==> src/hdl/dgt_pkg.sv <==
`default_nettype none

package dgt_pkg;

    ////////////////////////////////////////////////////////////////////////////
    // timing
    localparam int CLK_PERIOD_NS = 8;
    localparam int TRIG_DELAY_NS = 2000;
    localparam int TRIG_DELAY_CYC = (TRIG_DELAY_NS + CLK_PERIOD_NS - 1) / CLK_PERIOD_NS;
    localparam int STEP_WAITS = 2;
    localparam int STEP_LAST = 6;
    localparam int STEP_NS [0:6] = '{25600, 32000, 38400, 44800, 204800, 256000, 307200};
    localparam int CNT_W = 20;

    ////////////////////////////////////////////////////////////////////////////
    // widths and codes
    localparam int CODE_W = 10;
    localparam int RESOLUTION_DEF = 10;

    localparam logic [2:0] FS_PD_HIZ = 3'h0;
    localparam logic [2:0] FS_PD_RGND = 3'h1;
    localparam logic [2:0] FS_MARGIN = 3'h2;
    localparam logic [2:0] FS_FUNCGEN = 3'h3;
    localparam logic [2:0] FS_ALARM_HI = 3'h4;
    localparam logic [2:0] FS_ALARM_MED = 3'h5;
    localparam logic [2:0] FS_ALARM_LO = 3'h6;
    localparam logic [2:0] FS_ADDR = 3'h7;

    localparam logic [1:0] PDN_ON = 2'h0;
    localparam logic [1:0] PDN_RGND = 2'h1;
    localparam logic [1:0] PDN_HIZ = 2'h2;

    localparam logic [1:0] MRG_NONE = 2'h0;
    localparam logic [1:0] MRG_HIGH = 2'h1;
    localparam logic [1:0] MRG_LOW = 2'h2;

    localparam logic [1:0] ALM_NONE = 2'h0;
    localparam logic [1:0] ALM_LO = 2'h1;
    localparam logic [1:0] ALM_MED = 2'h2;
    localparam logic [1:0] ALM_HI = 2'h3;

    localparam logic [2:0] GAIN_1X = 3'h0;
    localparam logic [2:0] GAIN_1P5X = 3'h1;
    localparam logic [2:0] GAIN_2X = 3'h2;
    localparam logic [2:0] GAIN_3X = 3'h3;
    localparam logic [2:0] GAIN_4X = 3'h4;

    ////////////////////////////////////////////////////////////////////////////
    // reset values
    localparam logic [9:0] RST_CODE = 10'h000;
    localparam logic [1:0] RST_PDN = PDN_HIZ;
    localparam logic [2:0] RST_GAIN = GAIN_1X;

    typedef enum logic [1:0] {BOOT_LOAD, BOOT_SAMPLE, BOOT_RUN} dgt_boot_t;

endpackage : dgt_pkg

`default_nettype wire

==> src/hdl/dgt_edge_sync.sv <==
`default_nettype none

module dgt_edge_sync (
    input wire logic mclk_i,
    input wire logic rst_n_i,
    input wire logic pin_i,
    output logic level_o,
    output logic rise_o,
    output logic fall_o
);

    logic meta;
    logic sync;
    logic prev;
    logic [1:0] fill;

    always_ff @(posedge mclk_i or negedge rst_n_i) begin
        if (!rst_n_i) begin
            meta <= 1'b0;
            sync <= 1'b0;
            prev <= 1'b0;
            fill <= 2'h0;
        end else begin
            meta <= pin_i;
            sync <= meta;
            prev <= sync;
            fill <= (fill == 2'h3) ? fill : fill + 2'h1;
        end
    end

    // edges only from the third clock after reset onward
    // pin may idle high, so no edge until prev holds a real level
    assign level_o = sync;
    assign rise_o = sync & ~prev & (fill == 2'h3);
    assign fall_o = ~sync & prev & (fill == 2'h3);

endmodule // dgt_edge_sync

`default_nettype wire

==> src/hdl/dgt_trigger_ctrl.sv <==
// Functional notes
// [RQ1] host drives the serial port no faster than standard, fast or fast-plus rate
// [RQ2] after reset all converter settings load from nonvolatile memory first
// [RQ3] output starts high impedance unless stored mode picks resistive to ground
// [RQ4] output code is unsigned binary from zero to two to the N minus one
// [RQ5] supply reference is default and always gives unity gain
// [RQ6] internal reference is off after reset, enabled by its config bit
// [RQ7] with internal reference, gain select picks 1.5, 2, 3 or 4 times
// [RQ8] trigger enable low makes the trigger pin cause nothing at all
// [RQ9] after boot only pin edges act, never the steady level
// [RQ10] at power-up the pin level is sampled and its command executed
// [RQ11] software command of the function mapped to the pin is ignored
// [RQ12] pin margin requests take effect dynamically, other constraints still hold
// [RQ13] 000 and 001 power up on rise, power down on fall
// [RQ14] 010 margins high or low, 011 starts or stops function generation
// [RQ15] 100 starts or stops the high-priority alarm
// [RQ16] 101 starts or stops the medium-priority alarm
// [RQ17] 110 starts or stops the low-priority alarm
// [RQ18] 111 rise allows address updates, fall blocks them
// [RQ19] far side keeps the unused trigger pin at a defined level
// [RQ20] pin operations start 2 us after the edge, plus two steps for margin or waveform
// [RQ21] busy flag set during waveform, margin or alarm update, cleared on completion
// [RQ22] pin goes through two flops, one single pulse per edge
// [RQ23] a running pin operation keeps its original mapping until done
`default_nettype none

module dgt_trigger_ctrl #(
    parameter int RESOLUTION = dgt_pkg::RESOLUTION_DEF,
    parameter int TIME_DIV = 1
) (
    input wire logic mclk_i,
    input wire logic reset_n_i,
    input wire logic trigger_input_pin_i,
    input wire logic trigger_input_enable_i,
    input wire logic [2:0] trigger_function_select_i,
    input wire logic [3:0] step_period_select_i,
    input wire logic nvm_ready_i,
    input wire logic [9:0] nvm_output_code_i,
    input wire logic [1:0] nvm_powerdown_mode_i,
    input wire logic nvm_vref_enable_i,
    input wire logic [1:0] nvm_gain_select_i,
    input wire logic cfg_write_i,
    input wire logic [9:0] cfg_output_code_i,
    input wire logic [1:0] cfg_powerdown_mode_i,
    input wire logic cfg_vref_enable_i,
    input wire logic [1:0] cfg_gain_select_i,
    input wire logic sw_cmd_valid_i,
    input wire logic [2:0] sw_cmd_func_i,
    input wire logic sw_cmd_level_i,
    input wire logic update_done_i,
    output logic booted_o,
    output logic [9:0] output_code_o,
    output logic [1:0] output_state_o,
    output logic vref_enable_o,
    output logic [2:0] output_gain_o,
    output logic [1:0] margin_sel_o,
    output logic func_gen_run_o,
    output logic alarm_run_o,
    output logic [1:0] alarm_priority_o,
    output logic addr_update_enable_o,
    output logic output_update_in_progress_o
);

    ////////////////////////////////////////////////////////////////////////////
    // helpers

    function automatic logic needs_step(input logic [2:0] f);
        needs_step = (f == dgt_pkg::FS_MARGIN) || (f == dgt_pkg::FS_FUNCGEN);
    endfunction

    function automatic logic same_group(input logic [2:0] a, input logic [2:0] b);
        // both power functions share one software control
        if (a[2:1] == 2'h0 && b[2:1] == 2'h0) begin
            same_group = 1'b1;
        end else begin
            same_group = (a == b);
        end
    endfunction

    // periods above the table reuse the longest known entry
    function automatic logic [dgt_pkg::CNT_W-1:0] delay_cyc(input logic [2:0] f,
                                                           input logic [3:0] s);
        int idx;
        int cyc;
        idx = (int'(s) > dgt_pkg::STEP_LAST) ? dgt_pkg::STEP_LAST : int'(s);
        cyc = dgt_pkg::TRIG_DELAY_CYC;
        if (needs_step(f)) begin
            cyc = cyc + dgt_pkg::STEP_WAITS *
                  (dgt_pkg::STEP_NS[idx] / dgt_pkg::CLK_PERIOD_NS / TIME_DIV);
        end
        delay_cyc = dgt_pkg::CNT_W'(cyc - 1);
    endfunction

    function automatic logic [2:0] gain_of(input logic vref, input logic [1:0] g);
        if (!vref) begin
            gain_of = dgt_pkg::GAIN_1X;
        end else begin
            case (g)
                2'h0: gain_of = dgt_pkg::GAIN_1P5X;
                2'h1: gain_of = dgt_pkg::GAIN_2X;
                2'h2: gain_of = dgt_pkg::GAIN_3X;
                default: gain_of = dgt_pkg::GAIN_4X;
            endcase
        end
    endfunction

    function automatic logic [9:0] fit_code(input logic [9:0] c);
        fit_code = c & 10'((1 << RESOLUTION) - 1);
    endfunction

    ////////////////////////////////////////////////////////////////////////////
    // reset release and pin sampling

    logic rst_meta;
    logic rst_n;

    always_ff @(posedge mclk_i or negedge reset_n_i) begin
        if (!reset_n_i) begin
            rst_meta <= 1'b0;
            rst_n <= 1'b0;
        end else begin
            rst_meta <= 1'b1;
            rst_n <= rst_meta;
        end
    end

    logic pin_level;
    logic pin_rise;
    logic pin_fall;

    // [RQ22] synchronise, single pulses
    dgt_edge_sync u_sync (
        .mclk_i(mclk_i),
        .rst_n_i(rst_n),
        .pin_i(trigger_input_pin_i),
        .level_o(pin_level),
        .rise_o(pin_rise),
        .fall_o(pin_fall)
    );

    ////////////////////////////////////////////////////////////////////////////
    // boot and pending trigger sequencer

    dgt_pkg::dgt_boot_t boot, next_boot;
    logic pend, next_pend;
    logic [2:0] pend_func, next_pend_func;
    logic pend_level, next_pend_level;
    logic [dgt_pkg::CNT_W-1:0] cnt, next_cnt;
    logic q_valid, next_q_valid;
    logic q_level, next_q_level;
    logic edge_ok;
    logic exec_now;

    // [RQ8] enable gates every pin edge
    // [RQ9] only edges act once running
    assign edge_ok = (pin_rise | pin_fall) & trigger_input_enable_i & (boot == dgt_pkg::BOOT_RUN);
    // [RQ20] operation starts when the wait ends
    assign exec_now = pend & (cnt == '0);

    always_comb begin
        next_boot = boot;
        next_pend = pend;
        next_pend_func = pend_func;
        next_pend_level = pend_level;
        next_cnt = cnt;
        next_q_valid = q_valid;
        next_q_level = q_level;
        if (pend && cnt != '0) begin
            next_cnt = cnt - 1'b1;
        end
        if (exec_now) begin
            next_pend = 1'b0;
        end
        case (boot)
            dgt_pkg::BOOT_LOAD: begin
                // [RQ2] wait for stored settings
                if (nvm_ready_i) begin
                    next_boot = dgt_pkg::BOOT_SAMPLE;
                end
            end
            dgt_pkg::BOOT_SAMPLE: begin
                next_boot = dgt_pkg::BOOT_RUN;
                // [RQ10] power-up level runs its command
                if (trigger_input_enable_i) begin
                    next_pend = 1'b1;
                    next_pend_func = trigger_function_select_i;
                    next_pend_level = pin_level;
                    next_cnt = delay_cyc(trigger_function_select_i, step_period_select_i);
                end
            end
            dgt_pkg::BOOT_RUN: begin
                // [RQ23] one later edge waits for the running one, a newer edge replaces it
                if (edge_ok && pend && !exec_now) begin
                    next_q_valid = 1'b1;
                    next_q_level = pin_rise;
                end else if (edge_ok || (exec_now && q_valid && trigger_input_enable_i)) begin
                    next_pend = 1'b1;
                    next_pend_func = trigger_function_select_i;
                    next_pend_level = edge_ok ? pin_rise : q_level;
                    next_cnt = delay_cyc(trigger_function_select_i, step_period_select_i);
                    next_q_valid = 1'b0;
                end
                if (!trigger_input_enable_i) begin
                    next_q_valid = 1'b0;
                end
            end
            default: next_boot = dgt_pkg::BOOT_LOAD;
        endcase
    end

    always_ff @(posedge mclk_i or negedge rst_n) begin
        if (!rst_n) begin
            boot <= dgt_pkg::BOOT_LOAD;
            pend <= 1'b0;
            pend_func <= dgt_pkg::FS_PD_HIZ;
            pend_level <= 1'b0;
            cnt <= '0;
            q_valid <= 1'b0;
            q_level <= 1'b0;
        end else begin
            boot <= next_boot;
            pend <= next_pend;
            pend_func <= next_pend_func;
            pend_level <= next_pend_level;
            cnt <= next_cnt;
            q_valid <= next_q_valid;
            q_level <= next_q_level;
        end
    end

    ////////////////////////////////////////////////////////////////////////////
    // output state and actions

    logic [9:0] code, next_code;
    logic [1:0] ostate, next_ostate;
    logic vref, next_vref;
    logic [1:0] gsel, next_gsel;
    logic [2:0] gain, next_gain;
    logic [1:0] margin, next_margin;
    logic fg_run, next_fg_run;
    logic alm_run, next_alm_run;
    logic [1:0] alm_prio, next_alm_prio;
    logic addr_upd, next_addr_upd;
    logic busy, next_busy;
    logic sw_conflict;
    logic sw_take;
    logic cfg_pdn_take;
    logic [1:0] act_v;
    logic [2:0] act_f [2];
    logic [1:0] act_l;

    // [RQ11] mapped function locks out its software twin
    assign sw_conflict = trigger_input_enable_i & same_group(sw_cmd_func_i, trigger_function_select_i);
    assign sw_take = sw_cmd_valid_i & (boot == dgt_pkg::BOOT_RUN) & ~sw_conflict;
    assign cfg_pdn_take = cfg_write_i & (boot == dgt_pkg::BOOT_RUN) &
                          ~(trigger_input_enable_i & (trigger_function_select_i[2:1] == 2'h0));

    // pin action applied last so it wins over software
    assign act_v = {exec_now, sw_take};
    assign act_f[0] = sw_cmd_func_i;
    assign act_f[1] = pend_func;
    assign act_l = {pend_level, sw_cmd_level_i};

    always_comb begin
        next_code = code;
        next_ostate = ostate;
        next_vref = vref;
        next_gsel = gsel;
        next_margin = margin;
        next_fg_run = fg_run;
        next_alm_run = alm_run;
        next_alm_prio = alm_prio;
        next_addr_upd = addr_upd;
        next_busy = busy;
        if (boot == dgt_pkg::BOOT_LOAD && nvm_ready_i) begin
            // [RQ2] load stored settings
            next_code = fit_code(nvm_output_code_i);
            // [RQ3] stored mode picks power-on state
            next_ostate = (nvm_powerdown_mode_i == dgt_pkg::PDN_RGND) ? dgt_pkg::PDN_RGND
                                                                      : dgt_pkg::PDN_HIZ;
            next_vref = nvm_vref_enable_i;
            next_gsel = nvm_gain_select_i;
        end else if (cfg_write_i && boot == dgt_pkg::BOOT_RUN) begin
            // [RQ4] code kept within resolution
            next_code = fit_code(cfg_output_code_i);
            // [RQ6] reference enable bit
            next_vref = cfg_vref_enable_i;
            next_gsel = cfg_gain_select_i;
        end
        if (cfg_pdn_take) begin
            next_ostate = cfg_powerdown_mode_i;
        end
        // busy clears on completion while no waveform or alarm runs, a new start below wins
        if (update_done_i) begin
            next_margin = dgt_pkg::MRG_NONE;
            if (!fg_run && !alm_run) begin
                next_busy = 1'b0;
            end
        end
        for (int i = 0; i < 2; i++) begin
            if (act_v[i]) begin
                case (act_f[i])
                    // [RQ13] power up or down
                    dgt_pkg::FS_PD_HIZ: next_ostate = act_l[i] ? dgt_pkg::PDN_ON : dgt_pkg::PDN_HIZ;
                    dgt_pkg::FS_PD_RGND: next_ostate = act_l[i] ? dgt_pkg::PDN_ON
                                                               : dgt_pkg::PDN_RGND;
                    // [RQ14] margin and waveform
                    // [RQ12] each margin request retargets
                    dgt_pkg::FS_MARGIN: begin
                        next_margin = act_l[i] ? dgt_pkg::MRG_HIGH : dgt_pkg::MRG_LOW;
                        // [RQ21] margin transition busy
                        next_busy = 1'b1;
                    end
                    dgt_pkg::FS_FUNCGEN: begin
                        next_fg_run = act_l[i];
                        next_busy = next_busy | act_l[i];
                    end
                    // [RQ18] address update gate
                    dgt_pkg::FS_ADDR: next_addr_upd = act_l[i];
                    default: begin
                        // [RQ15] [RQ16] [RQ17] alarm start and stop
                        next_alm_run = act_l[i];
                        next_alm_prio = act_l[i] ? (act_f[i] == dgt_pkg::FS_ALARM_HI ? dgt_pkg::ALM_HI :
                                        act_f[i] == dgt_pkg::FS_ALARM_MED ? dgt_pkg::ALM_MED :
                                        dgt_pkg::ALM_LO) : dgt_pkg::ALM_NONE;
                        next_busy = next_busy | act_l[i];
                    end
                endcase
            end
        end
        // [RQ5] [RQ7] gain from reference and select
        next_gain = gain_of(next_vref, next_gsel);
    end

    always_ff @(posedge mclk_i or negedge rst_n) begin
        if (!rst_n) begin
            code <= dgt_pkg::RST_CODE;
            ostate <= dgt_pkg::RST_PDN;
            vref <= 1'b0;
            gsel <= 2'h0;
            gain <= dgt_pkg::RST_GAIN;
            margin <= dgt_pkg::MRG_NONE;
            fg_run <= 1'b0;
            alm_run <= 1'b0;
            alm_prio <= dgt_pkg::ALM_NONE;
            addr_upd <= 1'b0;
            busy <= 1'b0;
        end else begin
            code <= next_code;
            ostate <= next_ostate;
            vref <= next_vref;
            gsel <= next_gsel;
            gain <= next_gain;
            margin <= next_margin;
            fg_run <= next_fg_run;
            alm_run <= next_alm_run;
            alm_prio <= next_alm_prio;
            addr_upd <= next_addr_upd;
            busy <= next_busy;
        end
    end

    assign booted_o = (boot == dgt_pkg::BOOT_RUN);
    assign output_code_o = code;
    assign output_state_o = ostate;
    assign vref_enable_o = vref;
    assign output_gain_o = gain;
    assign margin_sel_o = margin;
    assign func_gen_run_o = fg_run;
    assign alarm_run_o = alm_run;
    assign alarm_priority_o = alm_prio;
    assign addr_update_enable_o = addr_upd;
    assign output_update_in_progress_o = busy;

    ////////////////////////////////////////////////////////////////////////////
    // checks

    AST_GATE_OFF: assert property (@(posedge mclk_i) disable iff (!rst_n) // [RQ8]
        (!pend && !trigger_input_enable_i) |=> !pend)
        else $error("trigger acted while disabled");

    AST_BOOT_LOAD: assert property (@(posedge mclk_i) disable iff (!rst_n) // [RQ2]
        (boot == dgt_pkg::BOOT_LOAD && nvm_ready_i) |=>
        (code == fit_code($past(nvm_output_code_i))) && (boot == dgt_pkg::BOOT_SAMPLE))
        else $error("stored settings not loaded");

    AST_HIZ_DEFAULT: assert property (@(posedge mclk_i) disable iff (!rst_n) // [RQ3]
        (boot == dgt_pkg::BOOT_LOAD) |-> (ostate == dgt_pkg::PDN_HIZ) && !vref)
        else $error("output not high impedance before load");

    AST_GAIN_UNITY: assert property (@(posedge mclk_i) disable iff (!rst_n) // [RQ5]
        !vref |-> (gain == dgt_pkg::GAIN_1X))
        else $error("gain not unity on supply reference");

    AST_SW_BLOCK: assert property (@(posedge mclk_i) disable iff (!rst_n) // [RQ11]
        (booted_o && sw_cmd_valid_i && sw_conflict && !exec_now && !cfg_write_i &&
         !update_done_i) |=>
        $stable(ostate) && $stable(fg_run) && $stable(alm_run) && $stable(addr_upd))
        else $error("mapped software command took effect");

    AST_EDGE_ONLY: assert property (@(posedge mclk_i) disable iff (!rst_n) // [RQ9]
        (boot == dgt_pkg::BOOT_RUN && !exec_now && !sw_cmd_valid_i && !cfg_write_i) |=>
        $stable(ostate) && $stable(fg_run) && $stable(addr_upd))
        else $error("output changed without an edge");

    AST_PIN_DELAY: assert property (@(posedge mclk_i) disable iff (!rst_n) // [RQ20]
        ($rose(pend) && !needs_step(pend_func)) |-> ##249 exec_now)
        else $error("pin operation not started 2 us after edge");

    AST_STEP_WAIT: assert property (@(posedge mclk_i) disable iff (!rst_n) // [RQ20]
        ($rose(pend) && needs_step(pend_func)) |-> !exec_now [*8])
        else $error("margin or waveform started without step wait");

    AST_BUSY_SET: assert property (@(posedge mclk_i) disable iff (!rst_n) // [RQ21]
        (fg_run || alm_run || $rose(margin == dgt_pkg::MRG_HIGH)) |-> busy)
        else $error("busy flag missing during update");

    AST_ONE_PULSE: assert property (@(posedge mclk_i) disable iff (!rst_n) // [RQ22]
        (pin_rise |=> !pin_rise) and (pin_fall |=> !pin_fall))
        else $error("edge pulse longer than one cycle");

    AST_MAP_HELD: assert property (@(posedge mclk_i) disable iff (!rst_n) // [RQ23]
        (pend && $past(pend) && !$past(exec_now)) |-> $stable(pend_func))
        else $error("running operation lost its mapping");

    AST_POWER_UP: assert property (@(posedge mclk_i) disable iff (!rst_n) // [RQ13]
        (exec_now && pend_level && pend_func[2:1] == 2'h0) |=> (ostate == dgt_pkg::PDN_ON))
        else $error("rising edge did not power up");

endmodule // dgt_trigger_ctrl

`default_nettype wire

==> config.mk <==
export PLATFORM = sky130hd
export DESIGN_NAME = dgt_trigger_ctrl
export DESIGN_NICKNAME = d
export VERILOG_FILES = /design/src/hdl/dgt_pkg.sv /design/src/hdl/dgt_edge_sync.sv /design/src/hdl/dgt_trigger_ctrl.sv
export SDC_FILE = /design/constraint.sdc
export NUM_CORES = 1
export LEC_CHECK = 0
export BUFFER_PORTS_ARGS = -buffer_cell sky130_fd_sc_hd__buf_2
export CAP_MARGIN = 15
export CORE_MARGIN = 2
export CORE_UTILIZATION = 35
export DETAILED_ROUTE_END_ITERATION = 10
export SKIP_LAST_GASP = 1
export SYNTH_ARGS = -nofsm -noshare
export SYNTH_HDL_FRONTEND = slang
export SYNTH_HIERARCHICAL = 1
export SYNTH_SLANG_ARGS = --single-unit
==> constraint.sdc <==
create_clock -name mclk_i -period 2.5 [get_ports mclk_i]
set_input_delay 0.5 -clock mclk_i [delete_from_list [all_inputs] [get_ports mclk_i]]
set_output_delay 0.5 -clock mclk_i [all_outputs]
set_load 0.05 [all_outputs]
Yosys cells after proc, flatten, opt, wreduce, memory -nomap -nowiden
Memories as Yosys holds them, arrays and structs flattened.
Cells that the tools add are included.
- register bits: 62
- bits in latches: 0
- memory bits (writable): 0
- ROM bits: 256
- input port bits: 49
- output and inout port bits: 25
- logic and storage cells: 203
- memories kept: 1
- memories (memory ; depth ; width ; read ports ; clocked after memory_dff ; write ports ; line ; text):
    (no name shown) ; 8 ; 32 ; 1 ; 0 ; 0 ; dgt_trigger_ctrl.sv:89 ; (dgt_pkg::STEP_NS[idx] / dgt_pkg::CLK_PERIOD_NS / TIME_DIV);
- add/subtract/negate cells: 6
- $mul: 0
- divide/modulo/power cells: 0
- order comparisons: 2
- equality and inequality tests: 26
- shift operators: 0
- multiplexer cells: 88
- bitwise operators: 23
- reductions and logical operators: 33
- operators with widths (cell ; number):
    2-to-1 mux 20 bit ; 10
    2-to-1 mux 32 bit ; 2
    2-to-1 mux 2 bit ; 27
    one-hot mux 20 bit (2 select lines) ; 1
    subtractor 20 x 2 -> 20 bit, second input constant ; 2
    greater-or-equal comparator 32 x 4 -> 1 bit, second input constant ; 1
    2-to-1 mux 1 bit ; 32
    inverter 4 -> 32 bit ; 1
    adder 9 x 20 -> 20 bit, first input constant ; 1
    logical NOT 20 bit ; 1
    2-to-1 mux 10 bit ; 2
    nonzero test 20 bit ; 1
    subtractor 20 x 1 -> 20 bit, second input constant ; 1
    adder 19 x 1 -> 19 bit ; 1
    == test 3 x 2 -> 1 bit, second input constant ; 6
    == test 3 bit, second input constant ; 6
    AND 1 bit ; 14
    2-to-1 mux 3 bit ; 4
    OR reduction 5 bit ; 2
    logical AND 1 bit ; 9
    one-hot mux 3 bit (3 select lines) ; 1
    OR reduction 3 bit ; 3
    logical NOT 2 bit ; 4
    one-hot mux 1 bit (2 select lines) ; 4
    21 further kinds ; 42

Depth between registers and ports, before layout
- word-level depth: 18
- mapped depth: 10
- mapped depth without buffers: 8

Cells and area by module
Netlist, hierarchy kept.
- by module, submodules not included (module ; instances ; cells each ; area each (um^2) ; sequential area each (um^2)):
    dgt_trigger_ctrl ; 1 ; 377 ; 3418.3 ; 1427.6
    dgt_edge_sync ; 1 ; 11 ; 191.4 ; 125.1

Least setup slack after synthesis
Ideal clock, no wire load.
- path kind: reg-to-reg
- start point: register boot[0]
- end point: register margin[1] (netlist: margin_sel_o[1])
- library setup time: 79 ps
- data arrival time: 2550 ps
- required time: 2421 ps
- slack: -129 ps
- cell stages (with the launch flop): 10
- buffers on the path: 1
- period minus slack after synthesis: 2629 ps
- cell sequence: dfrtp_1 > inv_1 > ha_1 > buf_2 > nand2_1 > a21oi_1 > nand2_1 > nor4b_1 > mux2_2 > mux2i_1
- longest elaborated chain between the ends: 6
- ends and longest elaborated chain (what ; line ; text):
    start: declaration ; dgt_trigger_ctrl.sv:144 ; dgt_pkg::dgt_boot_t boot, next_boot;
    start signal: assignment ; dgt_trigger_ctrl.sv:213 ; boot <= dgt_pkg::BOOT_LOAD;
    start signal: assignment ; dgt_trigger_ctrl.sv:221 ; boot <= next_boot;
    == test 2 bit * ; n/a ;
    net booted_o ; dgt_trigger_ctrl.sv:51 ; output logic booted_o,
    AND 1 bit * (2 in a row) ; dgt_trigger_ctrl.sv:254 ; assign sw_take = sw_cmd_valid_i & (boot == dgt_pkg::BOOT_RUN) & ~sw_conflict;
    2-to-1 mux 2 bit * ; dgt_trigger_ctrl.sv:301 ; if (act_v[i]) begin
    2-to-1 mux 2 bit ; dgt_trigger_ctrl.sv:302 ; case (act_f[i])
    2-to-1 mux 2 bit * ; dgt_trigger_ctrl.sv:301 ;
    net next_margin[1] ; dgt_trigger_ctrl.sv:239 ; logic [1:0] margin, next_margin;
    end signal: assignment ; dgt_trigger_ctrl.sv:342 ; margin <= dgt_pkg::MRG_NONE;
    end signal: assignment ; dgt_trigger_ctrl.sv:354 ; margin <= next_margin;
    end: declaration ; dgt_trigger_ctrl.sv:239 ;
Mark *: on every way through the listed nets, which the timed path passes. The rest lies on a longest branch.
A chain may end at the register's enable or synchronous reset.

Final worst setup path
- start point: register cnt[0] (netlist bit)
- end point: register cnt[10] (netlist bit)
- longest elaborated chain between the ends: 8
- elaborated cells on any way between the ends: 15
- those cells by class: add/sub (1); mux (5); bitwise (1); reduce/logical (8)
- ends and longest elaborated chain (what ; line ; text):
    start: declaration ; dgt_trigger_ctrl.sv:148 ; logic [dgt_pkg::CNT_W-1:0] cnt, next_cnt;
    start signal: assignment ; dgt_trigger_ctrl.sv:225 ; cnt <= next_cnt;
    parallel branches: the longest is 7 deep, another holds subtractor 20 x 1 -> 20 bit ; n/a ;
    one-hot mux 20 bit (2 select lines) * ; dgt_trigger_ctrl.sv:174 ; case (boot)
    net next_cnt, one bit ; dgt_trigger_ctrl.sv:148 ;
Mark *: on every way through the listed nets, which the timed path passes.

==> metrics.cfg <==
[flow_run]
drv_cap=0

[clocking]
cts_sinks=62
cts_htree_levels=3
cts_tree=done
insertion_delay_ns=0.35
root_buffer=clkbuf_8
cts_buffers=9
path_clk_slew_ns=0.07
clockBufferDepth=2

[synth]
ys_ff_latch=62
synth_seq_area_share_pct=43.02
syn_nets=450
ys.warnings.count=6
ys.flop_type=dfrtp_1
yosysUniqueCellTypes=61
synth_edf_count=0
avgSynthCellArea_um2=9.303
syn-instance-count=388
synthesis.area_um2=3610
synth_async_sr_flop_share_pct=100.0

[timing]
slew_violations=0
max_slew.worst_pin.slew_ns=0.7812
fin_crit_ns=2.272
tns_ns=0
hold_slack_ns=0.2608
setup_ws_ns=0.2278
period_share_pct=90.89
setup_viol=0
max_clock_freq_mhz=440.1
skew_ns=0.01352
rsz0062_at_grt=false
hold_viol=0
max_slew_margin_pct=47.92

[route]
dr.pass1.iters=4
drt_iter0_drc=138
wire_per_inst_um=13.53
drtAntennaViolNets=0
via_count=3061
drc=0
vias_per_cell=5.018
drt-total-wl_mm=8.256

[cells_and_area]
final_nets=531
num_antenna_cells=0
drive_above_1_share_pct=25.95
final_common_cell=buf_2
areaGrowthSynthToFinish_pct=22.95
final_cell_mix=73 x buf_2, 60 x dfrtp_1, 47 x nand2_1
final.fill_count=1020
layoutNonFillerInstCount=610

[outcome]
status=finished clean

[global_route]
grt-busiest-layer=met2
met2_usage_pct=22.81
grt-ovfl-total=0
antenna_found_initial=0
groute.layer.met1.usage_pct=22.00
grt_pass1_vias=2927
gr-usage-met3_pct=3.587
grt_start_max_net_pins=61
grt_pass1_wl_mm=13.90
grt_use_total_pct=15.38

[power]
power_density_nw_per_um2=1263
cellLeakagePower_nw=2.092
max-vdd-ir-drop_v=0.0006080

[critical_path]
critPathCaptureType=flip-flop
crit_type=reg2reg
required_ns=2.72
cp-start-kind=flip-flop
worstPathArrival_ns=2.49
cp_max_fo=5

[floorplan]
dieArea_um2=11140
fp-row-count=37
die_y_um=105.6
core_um2=10180
pin_count=74
initial_core_util_pct=35.44
die_w_um=105.6

[place]
place.gp.congestion=0.8290
port_buffers=73
dp_hpwl_mm=6.039
pre_cts_ws_ns=0.1512
dp_cells=593

[min_path]
hold_class=in2reg

==> worst paths after layout <==
check / cells past startpoint / from / slack (ns) / end
setup / recovery: 8 / cnt[0] / 0.23 / cnt[10]
hold / removal: 1 / trigger_input_pin_i / 0.26 / u_sync/meta
setup reg to reg: 8 / cnt[0] / 0.23 / cnt[10]
hold reg to reg: 0 / rst_meta / 0.35 / rst_n
max in group asynchronous: 1 / rst_n / 1.56 / cnt[19]
min in group asynchronous: 1 / rst_n / 0.40 / output_code_o[6]
==> final cells by class <==
| class | instances | area (um^2) | share of cell area (%) |
|---|---|---|---|
| multi-input combinational | 295 | 1939 | 43.70 |
| sequential | 62 | 1554 | 35.02 |
| timing repair buffer | 88 | 480.5 | 10.83 |
| tap | 136 | 170.2 | 3.834 |
| clock buffer | 9 | 123.9 | 2.791 |
| clock inverter | 7 | 121.4 | 2.735 |
| inverter | 13 | 48.80 | 1.100 |
==> cells by family after synthesis <==
logic type,Yosys count,synth area share [%]
AO/OA/AOI/OAI,82,14.35
buffers and inverters,31,3.501
adder cells (fa/ha/maj),13,4.506
other,1,0.1039
multiplexers,27,7.868
XOR/XNOR,21,5.095
AND/OR/NAND/NOR,151,21.56
flip-flops,62,43.02
==> registers in the layout (all words and copies together), names as in the netlist, 2 cells and up <==
name and cells:
output_state_o 2, margin_sel_o 2, output_code_o 10, u_sync/fill 2, alarm_priority_o 2, cnt 20, pend_func 3, gsel 2
output_gain_o 3, boot 2
==> Yosys cell counts (all sizes together), types with 3 or more instances <==
cell,n,share of area (%)
or4,3,0.76
and3,3,0.52
nor4,5,0.87
nor2b,6,1.0
o31a,3,0.76
nand2,47,4.9
clkbuf,10,1.0
nor4b,3,0.73
xnor2,15,3.6
nand3,8,1.1
a21oi,16,2.5
o22ai,12,2.1
nor3b,4,0.97
nand2b,3,0.52
nand4,9,1.6
nor2,29,3.0
and2,5,0.87
o21ai,30,4.2
ha,13,4.5
or2,4,0.69
nor3,13,1.9
buf,8,1.1
mux2i,19,5.3
xor2,6,1.5
mux2,8,2.6
inv,13,1.4
dfrtp,61,42
==> critical path, stage by stage, from the launching register on <==
cell and delay (ns):
dfrtp_1 0.41, inv_1 0.09, ha_1 0.16, or4bb_2 0.68
nor2_1 0.15, a21boi_1 0.31, nand2_1 0.11, xor2_1 0.14
o22ai_1 0.09
==> through the flow <==
| step | power [mW] | utilization [%] | area [um^2] |
|---|---|---|---|
| finish | 5.604 | 43.57 | 4438 |
| global route | 6.043 | 43.57 | 4438 |
| CTS | 5.649 | 43.51 | 4432 |
| detailed placement | 4.518 | 41.01 | 4177 |
| global placement | 4.465 | 41.01 | 4177 |
| floorplan | 3.810 | - | 3612 |
==> routing by layer <==
metal / routed length (um) / vias up
met5: 0 / -
li1: - / 1546
met4: 82 / 0
met2: 3699 / 64
met1: 4085 / 1442
met3: 388 / 9
==> timing repair <==
item / in CTS / in global routing
setup endpoints to repair: 0 / 2
buffers inserted: 0 / 0
endpoints found under the hold margin: 2 / 0
gates resized for setup: 0 / 2
hold buffers: 1 / 0
==> power by group <==
group          internal, mW  switching (mW)
Combinational          1.03            1.73
Sequential             1.40           0.362
Clock                 0.667           0.424
Total                  3.09            2.51
No activity file was read; power rests on OpenSTA's default activity.
